===== config.mk =====
export PLATFORM = sky130hd
export DESIGN_NAME = dma_chan_ctrl
export DESIGN_NICKNAME = d
export VERILOG_FILES = /design/src/inc/dma_chan_pkg.sv /design/src/logic/dma_chan_ctrl.sv
export SDC_FILE = /design/constraint.sdc
export NUM_CORES = 1
export LEC_CHECK = 0
export BUFFER_PORTS_ARGS = -buffer_cell sky130_fd_sc_hd__buf_2
export CORE_UTILIZATION = 47
export CTS_BUF_LIST = sky130_fd_sc_hd__clkbuf_4 sky130_fd_sc_hd__clkbuf_8 sky130_fd_sc_hd__clkbuf_16
export CTS_CLUSTER_DIAMETER = 200
export DETAILED_ROUTE_END_ITERATION = 6
export GPL_ROUTABILITY_DRIVEN = 1
export PLACE_DENSITY = 0.84
export SLEW_MARGIN = 15
export SYNTH_ARGS = -nofsm -noshare
export SYNTH_HDL_FRONTEND = slang
export SYNTH_SLANG_ARGS = --single-unit

===== constraint.sdc =====
create_clock -name ref_clk -period 14.8 [get_ports ref_clk]
set_input_delay 0.74 -clock ref_clk [delete_from_list [all_inputs] [get_ports ref_clk]]
set_output_delay 0.74 -clock ref_clk [all_outputs]
set_load 0.03 [all_outputs]

===== src/inc/dma_chan_pkg.sv =====
// Purpose: constants for the block-transfer channel control logic
// Assumes: 32-bit register port, byte offsets as printed
// Notes:   channel_control_status sits at offset 0x400
package dma_chan_pkg;
	localparam logic [11:0] OFF_CCS   = 12'h400;
	localparam logic [11:0] OFF_PADDR = 12'h404;
	localparam logic [11:0] OFF_CNT   = 12'h408;
	localparam logic [11:0] OFF_LADDR = 12'h40C;
	localparam logic [11:0] OFF_BEC   = 12'h410;
	// channel_control_status fields
	localparam int CCS_GO = 31;
	localparam int CCS_RSTREQ = 30;
	localparam int CCS_ACT = 23;
	localparam int CCS_RSTST = 22;
	localparam int CCS_DONE = 21;
	localparam int CCS_PERR = 20;
	localparam int CCS_QERR = 19;
	localparam int CCS_CMD = 18;
	localparam int CCS_WM_LO = 12;
	localparam int CCS_CODE_LO = 8;
	localparam int CCS_CODE_EN = 7;
	localparam int CCS_CHAIN = 6;
	localparam int CCS_DMA = 5;
	localparam int CCS_DIR = 4;
	localparam int CCS_STYLE = 3;
	localparam int CCS_OWNT = 2;
	localparam int CCS_SLVT = 1;
	localparam int CCS_P16 = 0;
	// block_engine_control fields
	localparam int BEC_CODE_LO = 28;
	localparam int BEC_DIR = 27;
	localparam int BEC_DSZ_LO = 25;
	localparam int BEC_INV = 24;
	localparam int BEC_WM_LO = 20;
	localparam int BEC_OFF_LO = 16;
	localparam int BEC_B4 = 15;
	localparam int BEC_BEN = 14;
	localparam int BEC_MAXB = 9;
	localparam int BEC_CPLOC = 8;
	localparam int BEC_STOP = 7;
	localparam int BEC_STOPST = 6;
	localparam logic [31:0] CCS_RW_MASK = 32'h0004FFFF;
	localparam logic [31:0] BEC_RW_MASK = 32'hF7F7C380;
	localparam logic [31:0] CNT_MASK    = 32'h00FFFFFC;
	localparam logic [31:0] ADDR_MASK   = 32'hFFFFFFFC;
	localparam logic [31:0] LL_CNT_MASK = 32'h000FFFFC;
	localparam logic [31:0] LL_BEC_MASK = 32'hFFF00000;
	localparam logic [23:0] A24_MASK    = 24'hFFFFFF;
	localparam logic [23:0] MIN_COUNT   = 24'h000010;
	localparam logic [23:0] WORD_BYTES  = 24'h000004;
	localparam logic [3:0]  DMA_WM_MAX  = 4'h8;
	localparam logic [7:0]  BLK_256     = 8'hFF;
	localparam logic [7:0]  BLK_64      = 8'h3F;
	localparam logic [1:0]  DSZ_32      = 2'h0;
	localparam logic [1:0]  DSZ_8       = 2'h1;
	localparam logic [1:0]  DSZ_16      = 2'h2;
	localparam logic [1:0]  DSZ_RES     = 2'h3;
	localparam logic [10:0] OFF_CLK_0    = 11'h000;
	localparam logic [10:0] OFF_CLK_64   = 11'h040;
	localparam logic [10:0] OFF_CLK_128  = 11'h080;
	localparam logic [10:0] OFF_CLK_256  = 11'h100;
	localparam logic [10:0] OFF_CLK_512  = 11'h200;
	localparam logic [10:0] OFF_CLK_1024 = 11'h400;
	typedef enum logic [1:0] {ST_IDLE, ST_RUN, ST_STOPPED} chan_state_t;
endpackage


===== src/logic/dma_chan_ctrl.sv =====
// Purpose: control, address and count logic of the block-transfer channel
// Assumes: one register port shared by both buses; datapath and bus agents outside
// Notes:   strobes from the datapath are one-cycle pulses on ref_clk
//
// Operation
// - handshake mode requests PCI when FIFO holds 16x watermark bytes; zero uses cache line.
// - with code match enabled, acknowledges qualified by matching transaction code lines.
// - engine bit picks handshake or autonomous; chaining bit picks direct or linked list.
// - direction 0 is PCI to local, 1 local to PCI; mirrored read-only.
// - style bit selects older or newer processor handshake.
// - termination bits matter only in older style, dual or single address.
// - in handshake mode, narrow port bit selects 16-bit local port, else 32-bit.
// - reset request aborts an active transfer; ignored while idle.
// - count expiry, or end-of-transfer input in handshake mode, sets done, returns idle, clears active.
// - PCI address word aligned, incremented, wraps within its 16 Mbyte block.
// - count drops by four each PCI word; transactions up to 16 Mbytes.
// - go refused when count under 16 bytes; software matches processor count.
// - linked-list packet loads only count bits 19 to 2.
// - local address word aligned, all 32 bits kept, never incremented.
// - destination size 00 32-bit, 01 8-bit, 10 16-bit; invert byte order bit.
// - autonomous mode PCI request at 16x watermark, max code 1000, zero cache line.
// - after boundary crossing, local bus request held off 0 to 1024 clocks.
// - back-off starts at 256-byte or 64-byte local boundary per max-burst bit.
// - bursts only when enabled and newer master; four-beat bit forbids partial bursts.
// - stop halts after current transfer, sets stopped; writing 0 resumes.
// - linked list loads control bits 31 to 20; packets all in one memory.
// - go enables transfer and always reads as zero.
// - active reads 1 during a transfer, 0 when idle.
`timescale 1ns/1ps
module dma_chan_ctrl
(
	input  wire logic        ref_clk,
	input  wire logic        reset,
	input  wire logic        reg_wr,
	input  wire logic        reg_rd,
	input  wire logic [11:0] reg_addr,
	input  wire logic [31:0] reg_wdata,
	output logic      [31:0] reg_rdata,
	input  wire logic [7:0]  fifo_level,
	input  wire logic [1:0]  cache_line_setting,
	input  wire logic        local_byte_order,
	input  wire logic        newer_master_strap,
	input  wire logic [3:0]  code_lines,
	input  wire logic        single_address_ack,
	input  wire logic        dual_address,
	input  wire logic        end_of_transfer,
	input  wire logic        pci_word_done,
	input  wire logic        local_word_done,
	input  wire logic        bus_xfer_busy,
	input  wire logic        pci_error,
	input  wire logic        local_error,
	input  wire logic        packet_load,
	input  wire logic [31:0] packet_paddr,
	input  wire logic [31:0] packet_count,
	input  wire logic [31:0] packet_laddr,
	input  wire logic [31:0] packet_ctrl,
	output logic             pci_req,
	output logic             local_req,
	output logic             ack_valid,
	output logic             chan_active,
	output logic             to_pci,
	output logic             dma_mode,
	output logic             linked_list,
	output logic             newer_style,
	output logic             own_fast_termination,
	output logic             slave_fast_termination,
	output logic [1:0]       port_size,
	output logic             byte_order_eff,
	output logic             burst_enable,
	output logic             burst_four_only,
	output logic [31:0]      pci_addr,
	output logic [31:0]      local_addr,
	output logic [23:0]      remaining_bytes
);

	typedef struct packed {
		dma_chan_pkg::chan_state_t st;
		logic [31:0] ccs;
		logic [31:0] bec;
		logic [31:0] paddr;
		logic [31:0] cnt;
		logic [31:0] laddr;
		logic [7:0]  lbytes;
		logic [10:0] backoff;
		logic [31:0] rdata;
		logic        preq;
		logic        lreq;
		logic        ack;
	} state_t;

	state_t s_q;
	state_t s_d;

	// watermark in bytes: sixteen per code step, zero falls back to cache line
	function automatic logic [7:0] wm_bytes(input logic [3:0] code, input logic [1:0] cl);
		if (code == 4'h0)
			wm_bytes = {2'h0, cl, 4'h0};
		else
			wm_bytes = {code, 4'h0};
	endfunction

	function automatic logic [10:0] off_clocks(input logic [2:0] code);
		unique case (code)
			3'h0: off_clocks = dma_chan_pkg::OFF_CLK_0;
			3'h1: off_clocks = dma_chan_pkg::OFF_CLK_64;
			3'h2: off_clocks = dma_chan_pkg::OFF_CLK_128;
			3'h3: off_clocks = dma_chan_pkg::OFF_CLK_256;
			3'h4: off_clocks = dma_chan_pkg::OFF_CLK_512;
			3'h5: off_clocks = dma_chan_pkg::OFF_CLK_1024;
			default: off_clocks = dma_chan_pkg::OFF_CLK_0;
		endcase
	endfunction

	// keep the upper byte, advance within the low 24 bits
	function automatic logic [31:0] a24_inc(input logic [31:0] a);
		a24_inc = {a[31:24], a[23:0] + dma_chan_pkg::WORD_BYTES};
	endfunction

	////////////////////////////////////////////////////////////////////////////
	logic       is_dma;
	logic [7:0] wm;
	logic [3:0] dwm;
	logic [7:0] blk_mask;
	logic       cnt_ok;
	logic       finish;

	always_comb
	begin
		s_d = s_q;
		is_dma = s_q.ccs[dma_chan_pkg::CCS_DMA];
		dwm = s_q.bec[dma_chan_pkg::BEC_WM_LO +: 4];
		if (dwm > dma_chan_pkg::DMA_WM_MAX)
			dwm = dma_chan_pkg::DMA_WM_MAX;
		wm = is_dma ? wm_bytes(dwm, cache_line_setting)
			: wm_bytes(s_q.ccs[dma_chan_pkg::CCS_WM_LO +: 4], cache_line_setting);
		blk_mask = s_q.bec[dma_chan_pkg::BEC_MAXB] ? dma_chan_pkg::BLK_64 : dma_chan_pkg::BLK_256;
		cnt_ok = s_q.cnt[23:0] >= dma_chan_pkg::MIN_COUNT;
		finish = 1'b0;

		// sticky error flags; hardware set beats software clear below
		if (reg_wr && reg_addr == dma_chan_pkg::OFF_CCS)
		begin
			s_d.ccs = (s_q.ccs & ~dma_chan_pkg::CCS_RW_MASK) | (reg_wdata & dma_chan_pkg::CCS_RW_MASK);
			s_d.ccs[dma_chan_pkg::CCS_RSTST] = s_q.ccs[dma_chan_pkg::CCS_RSTST] & ~reg_wdata[dma_chan_pkg::CCS_RSTST];
			s_d.ccs[dma_chan_pkg::CCS_DONE] = s_q.ccs[dma_chan_pkg::CCS_DONE] & ~reg_wdata[dma_chan_pkg::CCS_DONE];
			s_d.ccs[dma_chan_pkg::CCS_PERR] = s_q.ccs[dma_chan_pkg::CCS_PERR] & ~reg_wdata[dma_chan_pkg::CCS_PERR];
			s_d.ccs[dma_chan_pkg::CCS_QERR] = s_q.ccs[dma_chan_pkg::CCS_QERR] & ~reg_wdata[dma_chan_pkg::CCS_QERR];
		end
		if (reg_wr && reg_addr == dma_chan_pkg::OFF_PADDR)
			s_d.paddr = reg_wdata & dma_chan_pkg::ADDR_MASK;
		if (reg_wr && reg_addr == dma_chan_pkg::OFF_CNT)
			s_d.cnt = reg_wdata & dma_chan_pkg::CNT_MASK;
		if (reg_wr && reg_addr == dma_chan_pkg::OFF_LADDR)
			s_d.laddr = reg_wdata & dma_chan_pkg::ADDR_MASK;
		if (reg_wr && reg_addr == dma_chan_pkg::OFF_BEC)
			s_d.bec = (s_q.bec & ~dma_chan_pkg::BEC_RW_MASK) | (reg_wdata & dma_chan_pkg::BEC_RW_MASK);

		if (packet_load && s_q.st != dma_chan_pkg::ST_IDLE && is_dma && s_q.ccs[dma_chan_pkg::CCS_CHAIN])
		begin
			s_d.paddr = packet_paddr & dma_chan_pkg::ADDR_MASK;
			s_d.cnt = packet_count & dma_chan_pkg::LL_CNT_MASK;
			s_d.laddr = packet_laddr & dma_chan_pkg::ADDR_MASK;
			s_d.bec = (s_d.bec & ~dma_chan_pkg::LL_BEC_MASK) | (packet_ctrl & dma_chan_pkg::LL_BEC_MASK);
		end

		if (pci_error && s_q.st != dma_chan_pkg::ST_IDLE)
			s_d.ccs[dma_chan_pkg::CCS_PERR] = 1'b1;
		if (local_error && s_q.st != dma_chan_pkg::ST_IDLE)
			s_d.ccs[dma_chan_pkg::CCS_QERR] = 1'b1;

		if (s_q.backoff != 11'h000)
			s_d.backoff = s_q.backoff - 11'h001;

		unique case (s_q.st)
			dma_chan_pkg::ST_IDLE:
			begin
				s_d.lbytes = 8'h00;
				if (reg_wr && reg_addr == dma_chan_pkg::OFF_CCS && reg_wdata[dma_chan_pkg::CCS_GO] && cnt_ok)
					s_d.st = dma_chan_pkg::ST_RUN;
			end
			dma_chan_pkg::ST_RUN, dma_chan_pkg::ST_STOPPED:
			begin
				if (pci_word_done)
				begin
					s_d.paddr = a24_inc(s_q.paddr);
					s_d.cnt[23:0] = s_q.cnt[23:0] - dma_chan_pkg::WORD_BYTES;
					if (s_q.cnt[23:0] <= dma_chan_pkg::WORD_BYTES)
						finish = 1'b1;
				end
				if (local_word_done && is_dma)
				begin
					s_d.lbytes = s_q.lbytes + 8'h04;
					if (((s_q.lbytes + 8'h04) & blk_mask) == 8'h00)
						s_d.backoff = off_clocks(s_q.bec[dma_chan_pkg::BEC_OFF_LO +: 3]);
				end
				if (end_of_transfer && !is_dma)
					finish = 1'b1;
				if (is_dma && s_q.bec[dma_chan_pkg::BEC_STOP] && !bus_xfer_busy)
					s_d.st = dma_chan_pkg::ST_STOPPED;
				else if (s_q.st == dma_chan_pkg::ST_STOPPED && !s_q.bec[dma_chan_pkg::BEC_STOP])
					s_d.st = dma_chan_pkg::ST_RUN;
				if (finish)
				begin
					s_d.st = dma_chan_pkg::ST_IDLE;
					s_d.ccs[dma_chan_pkg::CCS_DONE] = 1'b1;
				end
				// reset request aborts only while active
				if (reg_wr && reg_addr == dma_chan_pkg::OFF_CCS && reg_wdata[dma_chan_pkg::CCS_RSTREQ])
				begin
					s_d.st = dma_chan_pkg::ST_IDLE;
					s_d.ccs[dma_chan_pkg::CCS_RSTST] = 1'b1;
				end
			end
			default:
				s_d.st = dma_chan_pkg::ST_IDLE;
		endcase

		s_d.ccs[dma_chan_pkg::CCS_ACT] = s_d.st != dma_chan_pkg::ST_IDLE;
		s_d.bec[dma_chan_pkg::BEC_STOPST] = s_d.st == dma_chan_pkg::ST_STOPPED;
		s_d.bec[dma_chan_pkg::BEC_DIR] = s_d.ccs[dma_chan_pkg::CCS_DIR];
		s_d.ccs[dma_chan_pkg::CCS_GO] = 1'b0;
		s_d.ccs[dma_chan_pkg::CCS_RSTREQ] = 1'b0;

		s_d.preq = (s_q.st == dma_chan_pkg::ST_RUN) && (fifo_level >= wm);
		s_d.lreq = (s_q.st == dma_chan_pkg::ST_RUN) && is_dma && (s_q.backoff == 11'h000);
		s_d.ack = (s_q.st == dma_chan_pkg::ST_RUN) && !is_dma && single_address_ack
			&& (!s_q.ccs[dma_chan_pkg::CCS_CODE_EN] || code_lines == s_q.ccs[dma_chan_pkg::CCS_CODE_LO +: 4]);

		s_d.rdata = 32'h00000000;
		if (reg_rd)
		begin
			unique case (reg_addr)
				dma_chan_pkg::OFF_CCS:   s_d.rdata = s_d.ccs;
				dma_chan_pkg::OFF_PADDR: s_d.rdata = s_d.paddr;
				dma_chan_pkg::OFF_CNT:   s_d.rdata = s_d.cnt;
				dma_chan_pkg::OFF_LADDR: s_d.rdata = s_d.laddr;
				dma_chan_pkg::OFF_BEC:   s_d.rdata = s_d.bec;
				default:                 s_d.rdata = 32'h00000000;
			endcase
		end
	end

	always_ff @(posedge ref_clk or posedge reset)
	begin
		if (reset)
			s_q <= '0;
		else
			s_q <= s_d;
	end

	////////////////////////////////////////////////////////////////////////////
	logic [1:0] psz_q;
	logic       boe_q;
	logic       ben_q;
	logic       own_q;
	logic       slv_q;

	always_ff @(posedge ref_clk or posedge reset)
	begin
		if (reset)
		begin
			psz_q <= dma_chan_pkg::DSZ_32;
			boe_q <= 1'b0;
			ben_q <= 1'b0;
			own_q <= 1'b0;
			slv_q <= 1'b0;
		end
		else
		begin
			if (!s_q.ccs[dma_chan_pkg::CCS_DMA])
				psz_q <= s_q.ccs[dma_chan_pkg::CCS_P16] ? dma_chan_pkg::DSZ_16 : dma_chan_pkg::DSZ_32;
			else
				psz_q <= s_q.bec[dma_chan_pkg::BEC_DSZ_LO +: 2];
			boe_q <= local_byte_order ^ s_q.bec[dma_chan_pkg::BEC_INV];
			ben_q <= s_q.bec[dma_chan_pkg::BEC_BEN] && newer_master_strap && s_q.ccs[dma_chan_pkg::CCS_DMA];
			own_q <= !s_q.ccs[dma_chan_pkg::CCS_STYLE] && s_q.ccs[dma_chan_pkg::CCS_OWNT] && dual_address;
			slv_q <= !s_q.ccs[dma_chan_pkg::CCS_STYLE] && s_q.ccs[dma_chan_pkg::CCS_SLVT] && !dual_address;
		end
	end

	assign reg_rdata = s_q.rdata;
	assign pci_req = s_q.preq;
	assign local_req = s_q.lreq;
	assign ack_valid = s_q.ack;
	assign chan_active = s_q.ccs[dma_chan_pkg::CCS_ACT];
	assign to_pci = s_q.ccs[dma_chan_pkg::CCS_DIR];
	assign dma_mode = s_q.ccs[dma_chan_pkg::CCS_DMA];
	assign linked_list = s_q.ccs[dma_chan_pkg::CCS_CHAIN];
	assign newer_style = s_q.ccs[dma_chan_pkg::CCS_STYLE];
	assign own_fast_termination = own_q;
	assign slave_fast_termination = slv_q;
	assign port_size = psz_q;
	assign byte_order_eff = boe_q;
	assign burst_enable = ben_q;
	assign burst_four_only = s_q.bec[dma_chan_pkg::BEC_B4];
	assign pci_addr = s_q.paddr;
	assign local_addr = s_q.laddr;
	assign remaining_bytes = s_q.cnt[23:0];

endmodule // dma_chan_ctrl


==> Yosys cells after proc, flatten, opt, wreduce, memory -nomap -nowiden <==
Cells that the tools add are included.
{ "classes": {"eq_ne": 15, "n_reduce_logical": 48, "add_sub_neg": 4, "muxes": 40, "bitwise_logic": 13, "order_cmp": 4} }
{ "op_table": {"columns": ["op", "n"], "rows": [
  ["$mux W32", 7],
  ["$pmux W32 S5", 1],
  ["$mux W128", 1],
  ["$eq A12 B11 Y1 const B", 5],
  ["$pmux W11 S5", 1],
  ["$mux W24", 2],
  ["$mux W11", 3],
  ["$mux W8", 4],
  ["$or A20 B32 Y32", 1],
  ["$or A28 B32 Y32", 1],
  ["$logic_and A1 B1 Y1", 30],
  ["$mux W30", 1],
  ["$or A30 B19 Y30", 1],
  ["$add A24 B3 Y24 const B", 1],
  ["$ge A24 B5 Y1 const B", 1],
  ["$le A24 B3 Y1 const B", 1],
  ["$sub A24 B3 Y24 const B", 1],
  ["$mux W19", 1],
  ["$mux W2", 8],
  ["$pmux W8 S2", 1],
  ["$logic_not A11 Y1", 1],
  ["$reduce_bool A11 Y1", 1],
  ["$sub A11 B1 Y11 const B", 1],
  ["$add A8 B3 Y8 const B", 1],
  ["other kinds (24)", 48]
]} }
{ "word_totals": {"elab_cells": 141, "out_inout_bits": 135, "ff_bits": 220, "in_bits": 201} }

==> Longest topological paths before layout <==
{ "depth": {"depth_word": 11, "ltp_mapped": 10, "mapped_depth_nobuf": 9} }

==> Worst setup path after synthesis <==
Ideal clock, no wire load.
{ "synth_timing": {"kind": "input port to flip-flop", "start": "in reg_addr[7]", "end": "reg s_q[179] in the netlist's numbering", "slack_ps": 12348, "arrival_ps": 2311, "required_ps": 14659, "path_stages": 7, "setup_time_ps": 141, "n_path_buf": 2, "path_cell_list": "or4_4 nor4_4 buf_4 nand3_2 clkbuf_1 nand2_1 a31oi_1"} }
{ "synth_lines": {"columns": ["item", "line_no", "rtl"], "rows": [
  ["start: declaration", "dma_chan_ctrl.sv:36", "input wire logic [11:0] reg_addr,"],
  ["end signal: assignment", "dma_chan_ctrl.sv:246", "s_q <= '0;"],
  ["end signal: assignment", "dma_chan_ctrl.sv:248", "s_q <= s_d;"],
  ["end: declaration", "dma_chan_ctrl.sv:91", "state_t s_q;"]
]} }

==> flow_summary.yaml <==
outcome:
  status: "complete, no violations"
floorplanning:
  die_area_sq_mm: 0.0278
  io_pins: 336
  die_x_um: 167
  core_area_sq_mm: 0.0264
  die_h_um: 167
  floorplan.initialDensity: 0.484
  row_count: 59
placed_design:
  placed_cells: 1907
  hpwl_mm: 33.9
  io_buffers: 296
  gp_congestion: 0.994
route:
  routed_wirelength_mm: 47.1
  via_per_inst: 6.39
  drtPass1Iterations: 6
  post_drt_wl_per_cell_um: 24.3
  drcViolationCount: 0
  vias: 12400
  ant_nets: 0
  drt_iter0_drc: 1472
synth:
  synth-edff-count: 0
  netlist-cell-type-count: 83
  syn_avg_cell_area_sq_um: 8.65
  ys_seq_area_frac: 0.386
  ys_seq_elements: 197
  yosys_warnings: 0
  yosysTopAreaCell: "dfrtp_1"
  synthCells: 1475
  synth_nets: 1690
  ys.flop_type: "dfrtp_1"
  yosysTopAreaCellShare: 0.386
  synth_area_sq_mm: 0.0128
  ys_top_cells_by_area: "dfrtp_1 39%, buf_4 7.2%, nand2_1 6.4%, a31oi_1 4.3%, nor2_1 3.1%"
  async_reset_ff_frac: 1.00
clocking:
  htreeDepth: 4
  cts_setup_buffers: 0
  numCtsBuffers: 17
  clk_pin_slew_worst_paths_ns: 0.08
  cts_buffer_depth: 2
  clkLatencyLatePin_ns: 0.46
  hold_buffers: 0
  cts_tree: "built"
  cts_root_buf: "clkbuf_16"
  ctsResizeCount: 0
  clock_sinks: 197
power_and_ir_drop:
  internal_power_w: 0.000979
  power.density_mw_per_mm2: 114
  vdd_drop_max_mv: 0.0827
  cellLeakagePower_nw: 6.46
  p_seq_frac: 0.421
  swShare: 0.391
  power_frac_comb: 0.279
  p_clk_frac: 0.300
  power.switching_w: 0.000627
min_path:
  whs_path_depth: 2
  holdPathEnd: "slave_fast_termination"
  hold_start: "dual_address"
  hold_class: "input port to flop"
grt:
  grt_use_total: 0.336
  grt_pass1_wl_mm: 71.2
  antenna_found_initial: 7
  first_global_vias: 11800
  overflow: 0
  grt_max_degree: 216
timing:
  timing.final.crit_share: 0.253
  fmax_ghz: 0.267
  maxSlewHeadroom: 0.267
  rsz0062_at_grt: "false"
  fin_setup_tns_ns: 0
  hold_viol_final: 0
  slew_viol_final: 0
  setup_violations: 0
  worstMarginPinSlew_ns: 1.09
  min_period_ns: 3.74
  finClkSkew_ns: 0.0174
setup_path:
  required_ns: 15.15
  crit_path_max_fanout: 23
  crit-reg2reg-launch: "s_q[214]"
  critPathArrivalTime_ns: 4.09
  critPathKind: "input port to flop"
  r2r_end: "reg_rdata[20]"
  worst-r2r-setup-slack_ns: 11.22
  startpoint_type: "input port"
  cp-end-kind: "flop"
  reg2reg_depth: 9
final_layout:
  final_nets: 1806
  area_delta_synth_final_pct: 10.5
  fin_cells: 1942
  drive_gt1_frac: 0.259
flow_run:
  cap_violations: 0
-- cell type report --
class	count	area (sq um)
antenna	3	7.51
tap	335	419
sequential	197	4930
timing repair buffer	312	1610
clock buffer	17	425
inverter	29	116
clock inverter	15	165
fill	2364	12300
multi-input combinational	1034	6420
-- power groups by stage --
| stage | Sequential [W] | Clock, W | Combinational (W) |
|---|---|---|---|
| 2_1_floorplan | 0.000656 | 0 | 0.000367 |
| 5_1_grt | 0.000683 | 0.000503 | 0.000477 |
| 6_report | 0.000676 | 0.000482 | 0.000448 |
| 3_3_place_gp | 0.000680 | 0 | 0.000432 |
| 4_1_cts | 0.000671 | 0.000484 | 0.000442 |
| 3_5_place_dp | 0.000681 | 0 | 0.000440 |
-- synth_stat cells, drive strengths merged (6+ instances only) --
| library cell | n |
|---|---|
| ha | 14 |
| a31oi | 88 |
| buf | 156 |
| o21a | 18 |
| nand4 | 24 |
| nor2b | 11 |
| nor3 | 23 |
| xnor2 | 30 |
| clkbuf | 59 |
| nand2b | 7 |
| or2 | 12 |
| a311oi | 16 |
| o21ai | 70 |
| mux2i | 38 |
| nand3 | 23 |
| xor2 | 11 |
| and3 | 25 |
| nor4 | 19 |
| nand2 | 217 |
| or4 | 14 |
| dfrtp | 197 |
| and4 | 6 |
| o211ai | 18 |
| mux2 | 27 |
| nand4b | 6 |
| o22ai | 8 |
| and2 | 14 |
| a21oi | 67 |
| o31ai | 6 |
| inv | 28 |
| a211oi | 42 |
| nor2 | 107 |
| nor3b | 8 |
| a41oi | 7 |
-- state kept, by name (all words and copies together), names as in the netlist, 2 cells and up --
| name | flops |
|---|---|
| local_addr | 32 |
| pci_addr | 32 |
| port_size | 2 |
| reg_rdata | 32 |
| remaining_bytes | 24 |
| s_q | 63 |
-- stage by stage --
step	setup WS, ns	power [W]	util	hold slack (ns)	cell area (sq um)
final	11.06	0.00161	0.535	0.446	14100
after global routing	11.11	0.00166	0.535	0.466	14100
after CTS	11.29	0.00160	0.535	0.445	14100
after detailed placement	10.81	0.00112	0.512	0.484	13500
after global placement	10.90	0.00111	0.512	0.454	13500
after floorplan	8.69	0.00102	-	0.438	12800
-- critical path, stage by stage --
cell,delay [ns]
buf_2,0.41
and2_0,0.85
nand4_1,0.86
o32ai_1,0.84
a41oi_1,0.12
a41oi_2,0.24
-- logic make-up (layout without fill, tap and decap cells) --
kind of cell	count (synthesis)	after routing	share of synthesized area
adders and majority gates	14	14	0.0137
muxes	65	65	0.0536
AOI/OAI and AO/OA	380	380	0.195
buffers and inverters	244	373	0.111
other	0	3	0
xor gates and xnor gates	41	41	0.0281
DFF	197	197	0.386
and+or+nand+nor	534	534	0.212
-- metal layers --
metal	routed length [um]	up-vias	GRT usage
met4	2720	8	0.200
met3	5300	149	0.0863
met5	54	-	0
li1	-	5457	-
met2	21300	887	0.531
met1	17800	5914	0.416
-- worst max-delay path by stage --
stage           startpoint             to  slack (ns)  cells after the start
3_3_place_gp   reg_addr[3]  reg_rdata[23]       10.90                      6
3_5_place_dp   reg_addr[3]  reg_rdata[23]       10.81                      6
2_1_floorplan        reset      ack_valid        8.69                      1
4_1_cts        reg_addr[3]  reg_rdata[23]       11.29                      6
5_1_grt        reg_addr[3]  reg_rdata[23]       11.11                      6
6_report       reg_addr[3]  reg_rdata[23]       11.06                      6
-- layout by cell type (no fill, tap or decap), types with 13 or more instances in the layout --
master	count
a211oi_1	41
a21oi_1	67
a311oi_1	16
a31oi_1	88
and3_1	25
buf_2	296
buf_4	15
clkbuf_16	17
dfrtp_1	197
ha_1	14
inv_1	27
mux2_2	27
mux2i_1	38
nand2_1	216
nand3_1	22
nand4_1	23
nor2_1	105
nor3_1	21
nor4_1	13
o211ai_1	18
o21a_1	18
o21ai_0	67
xnor2_1	30
No activity file was read; power rests on OpenSTA's default activity.
